File: src/rtl/iowd_params.svh
`ifndef IOWD_PARAMS_SVH
`define IOWD_PARAMS_SVH

// ----------------------------------------
// port map
// ----------------------------------------
`define IOWD_ADDR_W 16
`define IOWD_DATA_W 8
`define IOWD_CTRL_ADDR 16'h0062
`define IOWD_KICK_ADDR 16'h0066
`define IOWD_ACK_BIT 7
`define IOWD_LED_BIT 6
`define IOWD_CTRL_RESET 7'h00
`define IOWD_KICK_RDATA 8'h00
`define IOWD_UNMAP_RDATA 8'h00

// ----------------------------------------
// timing
// ----------------------------------------
`define IOWD_CLK_MHZ 25
`define IOWD_TICK_US 1000
`define IOWD_TICK_CYCLES (`IOWD_TICK_US * `IOWD_CLK_MHZ)
`define IOWD_DIV_W 16
`define IOWD_CNT_W 17

// timeouts in ms, standard timebase
`define IOWD_STD_0 17'd94
`define IOWD_STD_1 17'd210
`define IOWD_STD_2 17'd340
`define IOWD_STD_3 17'd460
`define IOWD_STD_4 17'd590
`define IOWD_STD_5 17'd710
`define IOWD_STD_6 17'd840
`define IOWD_STD_7 17'd960
// timeouts in ms, extended timebase (2 s .. 64 s)
`define IOWD_EXT_0 17'd2000
`define IOWD_EXT_1 17'd4000
`define IOWD_EXT_2 17'd6000
`define IOWD_EXT_3 17'd8000
`define IOWD_EXT_4 17'd16000
`define IOWD_EXT_5 17'd32000
`define IOWD_EXT_6 17'd48000
`define IOWD_EXT_7 17'd64000

`endif

File: src/rtl/iowd_pkg.sv
`include "iowd_params.svh"

package iowd_pkg;

    // ----------------------------------------
    // types
    // ----------------------------------------
    typedef struct packed {
        logic rd;
        logic wr;
        logic [`IOWD_ADDR_W-1:0] addr;
        logic [`IOWD_DATA_W-1:0] wdata;
    } iowd_io_req_t;

    // control register bits 6..0, bit 7 is the timeout flag
    typedef struct packed {
        logic led_on;
        logic [2:0] time_sel;
        logic kick_port_sel;
        logic extended;
        logic timer_enable_bit;
    } iowd_ctl_t;

    typedef enum logic [1:0] {
        IOWD_OFF = 2'h0,
        IOWD_RUN = 2'h1,
        IOWD_FIRED = 2'h3
    } iowd_state_t;

endpackage

File: src/rtl/iowd_timebase.sv
`timescale 1ns/1ns
`include "iowd_params.svh"

module iowd_timebase #(
    parameter int unsigned TICK_CYCLES = `IOWD_TICK_CYCLES
) (
    input wire logic clk_i,     // system clock
    input wire logic resetn_i,  // sync reset, active low
    input wire logic restart_i, // realign the tick phase
    output logic tick_o         // one-cycle pulse per tick
);
    typedef struct packed {
        logic [`IOWD_DIV_W-1:0] cnt;
        logic tick;
    } iowd_tb_st_t;

    localparam logic [`IOWD_DIV_W-1:0] LAST = `IOWD_DIV_W'(TICK_CYCLES - 1);

    iowd_tb_st_t st_q;
    iowd_tb_st_t st_d;

    always_comb begin
        st_d = st_q;
        st_d.tick = 1'b0;
        if (restart_i) begin
            // restart keeps the first tick a full period away
            st_d.cnt = '0;
        end else if (st_q.cnt == LAST) begin
            st_d.cnt = '0;
            st_d.tick = 1'b1;
        end else begin
            st_d.cnt = st_q.cnt + `IOWD_DIV_W'(1);
        end
    end

    always_ff @(posedge clk_i) begin
        if (!resetn_i) begin
            st_q <= '0;
        end else begin
            st_q <= st_d;
        end
    end

    assign tick_o = st_q.tick;
endmodule

File: src/rtl/iowd_top.sv
`timescale 1ns/1ns
`include "iowd_params.svh"

module iowd_top #(
    parameter int unsigned TICK_CYCLES = `IOWD_TICK_CYCLES
) (
    input wire logic clk_i,                        // system clock, 25 MHz
    input wire logic resetn_i,                     // sync reset, active low
    input wire iowd_pkg::iowd_io_req_t io_req_i,   // i/o port access
    output logic [`IOWD_DATA_W-1:0] io_rdata_o,    // read data, held
    output logic led_o,                            // red alarm indicator
    output logic alarm_o                           // timeout flag level
);
    import iowd_pkg::*;

    // ----------------------------------------
    // state
    // ----------------------------------------
    typedef struct packed {
        iowd_state_t state;
        iowd_ctl_t ctl;
        logic flag;
        logic [`IOWD_CNT_W-1:0] cnt;
        logic [`IOWD_DATA_W-1:0] rdata;
        logic led;
    } iowd_st_t;

    iowd_st_t st_q;
    iowd_st_t st_d;
    logic tick;
    logic restart;
    logic ctl_wr;
    logic ctl_rd;
    logic kick_rd;
    logic ack;
    logic expire;

    function automatic logic [`IOWD_CNT_W-1:0] sel_limit(input logic ext,
                                                         input logic [2:0] sel);
        logic [`IOWD_CNT_W-1:0] v;
        v = `IOWD_STD_0;
        case ({ext, sel})
            4'h0: v = `IOWD_STD_0;
            4'h1: v = `IOWD_STD_1;
            4'h2: v = `IOWD_STD_2;
            4'h3: v = `IOWD_STD_3;
            4'h4: v = `IOWD_STD_4;
            4'h5: v = `IOWD_STD_5;
            4'h6: v = `IOWD_STD_6;
            4'h7: v = `IOWD_STD_7;
            4'h8: v = `IOWD_EXT_0;
            4'h9: v = `IOWD_EXT_1;
            4'hA: v = `IOWD_EXT_2;
            4'hB: v = `IOWD_EXT_3;
            4'hC: v = `IOWD_EXT_4;
            4'hD: v = `IOWD_EXT_5;
            4'hE: v = `IOWD_EXT_6;
            default: v = `IOWD_EXT_7;
        endcase
        return v;
    endfunction

    // ----------------------------------------
    // millisecond timebase
    // ----------------------------------------
    iowd_timebase #(
        .TICK_CYCLES(TICK_CYCLES)
    ) u_timebase (
        .clk_i(clk_i),
        .resetn_i(resetn_i),
        .restart_i(restart),
        .tick_o(tick)
    );

    // ----------------------------------------
    // decode
    // ----------------------------------------
    assign ctl_wr = io_req_i.wr && (io_req_i.addr == `IOWD_CTRL_ADDR);
    assign ctl_rd = io_req_i.rd && (io_req_i.addr == `IOWD_CTRL_ADDR);
    assign kick_rd = io_req_i.rd && (io_req_i.addr == `IOWD_KICK_ADDR);
    assign ack = ctl_wr && io_req_i.wdata[`IOWD_ACK_BIT];
    // only RUN counts, and RUN is left as soon as enable drops
    assign expire = (st_q.state == IOWD_RUN) && tick
                    && (st_q.cnt == `IOWD_CNT_W'(1));

    // ----------------------------------------
    // next state
    // ----------------------------------------
    always_comb begin
        st_d = st_q;
        restart = 1'b0;
        if (ctl_wr) begin
            st_d.ctl = iowd_ctl_t'(io_req_i.wdata[`IOWD_DATA_W-2:0]);
        end
        case (st_q.state)
            IOWD_OFF: begin
                if (st_d.ctl.timer_enable_bit) begin
                    st_d.state = IOWD_RUN;
                    restart = 1'b1;
                end
            end
            IOWD_RUN: begin
                if (!st_d.ctl.timer_enable_bit) begin
                    st_d.state = IOWD_OFF;
                end else if (expire) begin
                    st_d.state = IOWD_FIRED;
                end else if (kick_rd) begin
                    restart = 1'b1;
                end else if (tick) begin
                    st_d.cnt = st_q.cnt - `IOWD_CNT_W'(1);
                end
            end
            IOWD_FIRED: begin
                // countdown stays parked until the alarm is acknowledged
                if (!st_d.ctl.timer_enable_bit) begin
                    st_d.state = IOWD_OFF;
                end else if (ack) begin
                    st_d.state = IOWD_RUN;
                    restart = 1'b1;
                end
            end
            default: begin
                st_d.state = IOWD_OFF;
            end
        endcase
        if (restart) begin
            st_d.cnt = sel_limit(st_d.ctl.extended, st_d.ctl.time_sel);
        end
        // expiry wins over an acknowledge in the same cycle
        st_d.flag = expire | (st_q.flag & ~ack);
        st_d.led = st_d.ctl.led_on | st_d.flag;
        if (ctl_rd) begin
            st_d.rdata = {st_q.flag, st_q.ctl};
        end else if (kick_rd) begin
            st_d.rdata = `IOWD_KICK_RDATA;
        end else if (io_req_i.rd) begin
            st_d.rdata = `IOWD_UNMAP_RDATA;
        end
    end

    always_ff @(posedge clk_i) begin
        if (!resetn_i) begin
            st_q.state <= IOWD_OFF;
            st_q.ctl <= iowd_ctl_t'(`IOWD_CTRL_RESET);
            st_q.flag <= 1'b0;
            st_q.cnt <= '0;
            st_q.rdata <= '0;
            st_q.led <= 1'b0;
        end else begin
            st_q <= st_d;
        end
    end

    assign io_rdata_o = st_q.rdata;
    assign led_o = st_q.led;
    assign alarm_o = st_q.flag;
endmodule

File: config.mk
export PLATFORM = sky130hd
export DESIGN_NAME = iowd_top
export DESIGN_NICKNAME = d
export VERILOG_FILES = /design/src/rtl/iowd_pkg.sv /design/src/rtl/iowd_timebase.sv /design/src/rtl/iowd_top.sv
export VERILOG_INCLUDE_DIRS = /design/src /design/src/rtl
export SDC_FILE = /design/constraint.sdc
export NUM_CORES = 1
export LEC_CHECK = 0
export ABC_AREA = 0
export BUFFER_PORTS_ARGS = -buffer_cell sky130_fd_sc_hd__buf_2
export CAP_MARGIN = 20
export CORE_UTILIZATION = 40
export CTS_CLUSTER_SIZE = 14
export DETAILED_ROUTE_END_ITERATION = 8
export HOLD_SLACK_MARGIN = 0.15
export PLACE_DENSITY = 0.62
export SYNTH_ARGS = -nofsm -noshare
export SYNTH_HDL_FRONTEND = slang
export SYNTH_SLANG_ARGS = --single-unit
File: constraint.sdc
create_clock -name clk_i -period 4.2 [get_ports clk_i]
set_input_delay 0.21 -clock clk_i [delete_from_list [all_inputs] [get_ports clk_i]]
set_output_delay 0.21 -clock clk_i [all_outputs]
set_load 0.05 [all_outputs]
### After elaboration in Yosys (flattened, before gate mapping)

Memory sizes are Yosys's and may differ from the RTL's.
Cells that the tools add are included.

| operators by class | value |
|---|---|
| add/sub/neg operators | 2 |
| bitwise operators | 5 |
| mux-type cells | 24 |
| reductions and logical operators | 15 |
| eq/ne operators | 11 |

Operators with widths:

| kind | number |
|---|---|
| 17-bit two-way mux | 6 |
| 16-bit by 7-bit equality test with 1-bit output, second input constant | 2 |
| 8-bit two-way mux | 3 |
| 17-bit by 1-bit equality test with 1-bit output, second input constant | 1 |
| 17-bit by 1-bit subtractor with 17-bit output, second input constant | 1 |
| 16-bit by 1-bit adder with 16-bit output, second input constant | 1 |
| 16-bit by 15-bit equality test with 1-bit output, second input constant | 1 |
| 2-bit two-way mux | 5 |
| 1-bit two-way mux | 7 |
| 7-bit two-way mux | 1 |
| 1-bit logical AND | 6 |
| 2-bit inequality test, second input constant | 3 |
| 3-bit inequality test, second input constant | 2 |
| 2-bit one-hot mux with 3 select lines | 1 |
| 2-bit nonzero test | 3 |
| 5-bit AND reduction | 1 |
| 1-bit one-hot mux with 3 select lines | 1 |
| 3-bit AND reduction | 1 |
| 3-bit nonzero test | 1 |
| 3-bit OR reduction | 1 |
| 2-bit by 1-bit equality test with 1-bit output, second input constant | 1 |
| 2-bit equality test, second input constant | 1 |
| 2-bit zero test | 1 |
| 1-bit inverter | 2 |
| other kinds (3) | 4 |

| storage, ports and cells | value |
|---|---|
| word-level logic and storage cells | 70 |
| flip-flop bits (word level) | 53 |
| output and inout bits | 10 |
| memories | 1 |
| memory bits (read-only) | 240 |

Memory list:

| memory | depth | bits a word | rd ports | clocked after Yosys merged registers in | write ports | line | RTL |
|---|---|---|---|---|---|---|---|
| (name not given) | 16 | 15 | 1 | 0 | 0 | iowd_top.sv:42 | `case ({ext, sel})` |

### Longest topological paths before layout

| logic depth | value |
|---|---|
| depth after elaboration | 8 |
| mapped depth | 10 |

### Hierarchy

Synthesis repeated with hierarchy kept, for this count alone.

| unflattened totals | value |
|---|---|
| cells, all modules | 347 |
| area, all modules | 2872.8 um^2 |

Modules (own cells, without submodules):

| module | cells each | area an instance (um^2) | instances | sequential area each (um^2) |
|---|---|---|---|---|
| iowd_top | 263 | 2108.3 | 1 | 720.7 |
| iowd_timebase | 84 | 764.5 | 1 | 340.3 |

### Least setup slack after synthesis

No wires, ideal clock.

| timing path | value |
|---|---|
| kind | in2reg |
| start point | in io_req_i[17] (netlist name) |
| end point | reg st_q[12] (netlist name) |
| arrival | 2.147 ns |
| setup slack | 1.927 ns |
| setup time | 0.125 ns |
| buffers on the path | 1 |
| cell stages on the path | 10 |
| cell sequence | nor4_2 -> nand3b_1 -> nor2_1 -> buf_2 -> mux2i_1 -> inv_1 -> ha_1 -> nand3b_1 -> a31oi_1 -> nor3_1 |

RTL lines:

| element | line | RTL |
|---|---|---|
| start, declared | iowd_top.sv:9 | `input wire iowd_pkg::iowd_io_req_t io_req_i,` |
| end signal, assigned | iowd_top.sv:150 | `st_q <= st_d;` |
| end, declared | iowd_top.sv:28 | `iowd_st_t st_q;` |

### Final worst setup path

| timing path | value |
|---|---|
| start point | reg st_q[11] (netlist name) |
| end point | reg u_timebase.st_q[16] (netlist name) |

| on the way | value |
|---|---|
| longest elaborated chain between the ends | 6 |

Ends and longest elaborated chain:

| element | line | RTL |
|---|---|---|
| 17-bit by 1-bit equality test with 1-bit output | iowd_top.sv:84 | `` && (st_q.cnt == `IOWD_CNT_W'(1)); `` |
| 1-bit logical AND | iowd_top.sv:83 | `assign expire = (st_q.state == IOWD_RUN) && tick` |
| 1-bit two-way mux | iowd_top.sv:105 | `end else if (expire) begin` |
| 1-bit two-way mux | iowd_top.sv:103 | `if (!st_d.ctl.timer_enable_bit) begin` |
| 1-bit one-hot mux with 3 select lines | iowd_top.sv:95 | `case (st_q.state)` |
| 3-bit OR reduction (no source line) | -- |  |
| end signal, assigned | iowd_timebase.sv:40 | `st_q <= st_d;` |
| end, declared | iowd_timebase.sv:19 | `iowd_tb_st_t st_q;` |

No other way between the ends.
A chain may end at the register's enable or synchronous reset.

==> impl_results.md <==
- Tightest Hold Check Type: in2reg
- Period utilization: 0.7702
- Post-Route Skew: 0.01477 ns
- Top post-synthesis cells by area: dfxtp_1 34%, nor2_1 5.4%, a21oi_1 3.4%
- Worst Path Required: 4.43 ns
- Fill cell count: 744
- Die X: 90.06 um
- Placer's final routability congestion estimate: 0.8863
- Seq/Total Area, Yosys: 0.3421
- Vias: 2846
- Leak pwr: 1.292 nW
- Crit path kind: reg2reg
- Logic pwr share: 0.053
- Setup violators final: 0
- Port Buffers: 37
- EDFF count, synth: 0
- Largest net degree at the start of global routing: 23
- Ys async rst share: 0
- Drt first-iter violations: 195
- Yosys top cell area share: 0.3421
- Rows: 31
- First-pass GRT wire length: 12300 um
- Vias in the first global route: 2521
- Share of layout cells above drive strength 1: 0.1515
- Final non-filler cell total: 495
- CP Capture Type: register
- Clk pin slew, worst setup/hold paths: 0.10 ns
- Maximum clock frequency: 0.3091 GHz
- DP HPWL: 5657 um
- Worst Setup Start Kind: register
- Drt total wl: 7615 um
- Clk pwr share: 0.383
- Outcome: completed
- Synth unique cells: 61
- Core area: 7370 sq um
- Post-Syn Instances: 376
- Htree depth: 2
- Net load switching power: 0.0002003 W
- Pre-CTS setup slack: 1.123 ns
- DR pass1 iterations: 4
- Longest Clk Path Bufs: 2
- Die Y: 90.06 um
- Worst-Margin Slew: 0.7849 ns
- Unrepaired setup endpoints after global routing: no
- Internal power: 0.0006968 W
- Seq pwr share: 0.564
- Syn Area/Cell: 8.249 sq um
- Dpl cells: 487
- Remaining global-route overflow: 0
- Top FF cell, synth: dfxtp_1
- Number of nets in the layout: 429
- DRC viols: 0
- Syn. warnings: 0
- Clk Latency, worst-skew pair: 0.31 ns
- Post-DRT Antenna Nets: 0
- Period minus WS final: 3.235 ns
- Antenna violations before repair: 0
- Drt wl/cell: 15.38 um
- GR Util All Layers: 0.1874
- Final hold slack: 0.1831 ns
- CTS resizes: 0
- WP data arrival: 3.46 ns
- Hold Vio Cnt, Final: 0
- Worst Slack Setup Final: 0.9653 ns
- CTS buffer count: 5
- CTS root buf: clkbuf_8
- Max cap viols: 0
- Inserted Diodes: 0
- Setup TNS: 0 ns
- Layout area overhead: 9.318%
- Post-synth net total: 409
- Critical Path Fanout Max: 21
- IO Count: 38
- Synthesized area: 3102 sq um
- Post-DR vias/cell: 5.749
- CTS tree: built
- Yosys top cell by area: dfxtp_1
- Final Slew Violations: 0
- Sw Share: 0.2233
- Sink Count: 53
- Total Power: 0.0008971 W
- Power per cell area: 264.6 nW/um^2
- Initial core utilization: 0.4209
- VDD IR max: 0.0001351 V
- Die area: 8111 sq um
- Worst rel slew slack: 0.4768
- Synthesized flop and latch total: 53
==> metrics by stage <==
stage	cell area (sq um)	utilization
after floorplan	3102	-
after global placement	3277	0.4447
after detailed placement	3277	0.4447
after CTS	3391	0.4601
after global routing	3391	0.4601
final	3391	0.4601
==> what timing repair did <==
item                      CTS  global route
hold buffers                1             0
hold endpoints to repair    1             0
setup buffers               0             0
==> Yosys cell counts, types with 5 or more instances <==
master    instances
xor2_1            9
nand3_1          14
ha_1              5
o31a_1            5
or3_1             8
a21oi_1          21
nand3b_1          5
nand2_1          21
nor4_1            9
o21ai_0          13
xnor2_1           7
nor3_1           12
a31oi_1           8
nor2_1           45
nor2b_1           9
nand4_1           6
buf_4            10
a211oi_1          5
and3_1            9
dfxtp_1          53
buf_2             5
clkbuf_1         10
inv_1            13
mux2i_1           8
==> state kept, by name, indices dropped and copies added, names as in the netlist <==
| name | flops |
|---|---|
| led_o | 1 |
| io_rdata_o | 8 |
| alarm_o | 1 |
| u_timebase.st_q | 16 |
| u_timebase.tick_o | 1 |
| st_q | 26 |
==> cell type report <==
class                   count  area [sq um]  share of cell area
clock inverters             2         35.03             0.01033
multi-input cells         284          1851              0.5458
flip-flops and latches     53          1061              0.3129
clock buffers               5         68.82             0.02030
well taps                  99         123.9             0.03653
inverters                  13         48.80             0.01439
repair buffers             39         202.7             0.05978
==> worst max-delay path, stage by stage (launching register included) <==
cell       delay, ns
dfxtp_1         0.37
nor4_1          0.54
nand3b_1        0.29
o2111ai_1       0.34
a22o_1          0.69
nand3_1         0.64
a21oi_1         0.27
==> power by group through the flow <==
stage	combinational [W]	sequential (W)	clock, W
after floorplan	0.0000210	0.000518	0
after global placement	0.0000454	0.000518	0
after detailed placement	0.0000465	0.000518	0
after CTS	0.0000474	0.000506	0.000354
after global routing	0.0000525	0.000507	0.000370
final	0.0000472	0.000506	0.000344
==> per-layer routing <==
layer | vias to the layer above | track usage | share of wire
met1 | 1331 | 0.2680 | 0.49
li1 | 1425 | - | -
met3 | 12 | 0.03299 | 0.042
met4 | 0 | 0.06452 | 0.016
met2 | 78 | 0.2818 | 0.45
met5 | - | 0 | 0
==> logic make-up after synthesis <==
family                     count (synthesis)  synth area share
and+or+nand+nor                          167            0.3017
adders and majority gates                  5           0.02017
AOI/OAI and AO/OA                         87            0.2001
muxes                                      9           0.02945
buffers and inverters                     39           0.06131
DFF                                       53            0.3421
xor gates and xnor gates                  16           0.04518
==> layout by cell type (no fill, tap or decap), types with 9 or more instances in the layout <==
master,n
nor4_1,9
buf_2,37
xor2_1,9
o21ai_0,13
a21oi_1,21
nand3_1,14
nor2_1,45
and3_1,9
nor2b_1,9
dfxtp_1,53
nor3_1,12
inv_1,13
nand2_1,21
==> final timing paths <==
kind                                  from  slack (ns)  depth (start not counted)                              to
max reg2reg          st_q[11]$_SDFFE_PN0P_        0.97                          6  u_timebase.st_q[16]$_SDFF_PP0_
max                  st_q[11]$_SDFFE_PN0P_        0.97                          6  u_timebase.st_q[16]$_SDFF_PP0_
min reg2reg  u_timebase.st_q[1]$_SDFF_PP0_        0.45                          1   u_timebase.st_q[1]$_SDFF_PP0_
min                            io_req_i[6]        0.18                          3             st_q[33]$_SDFF_PN0_
(Power assumes the default switching activity.)
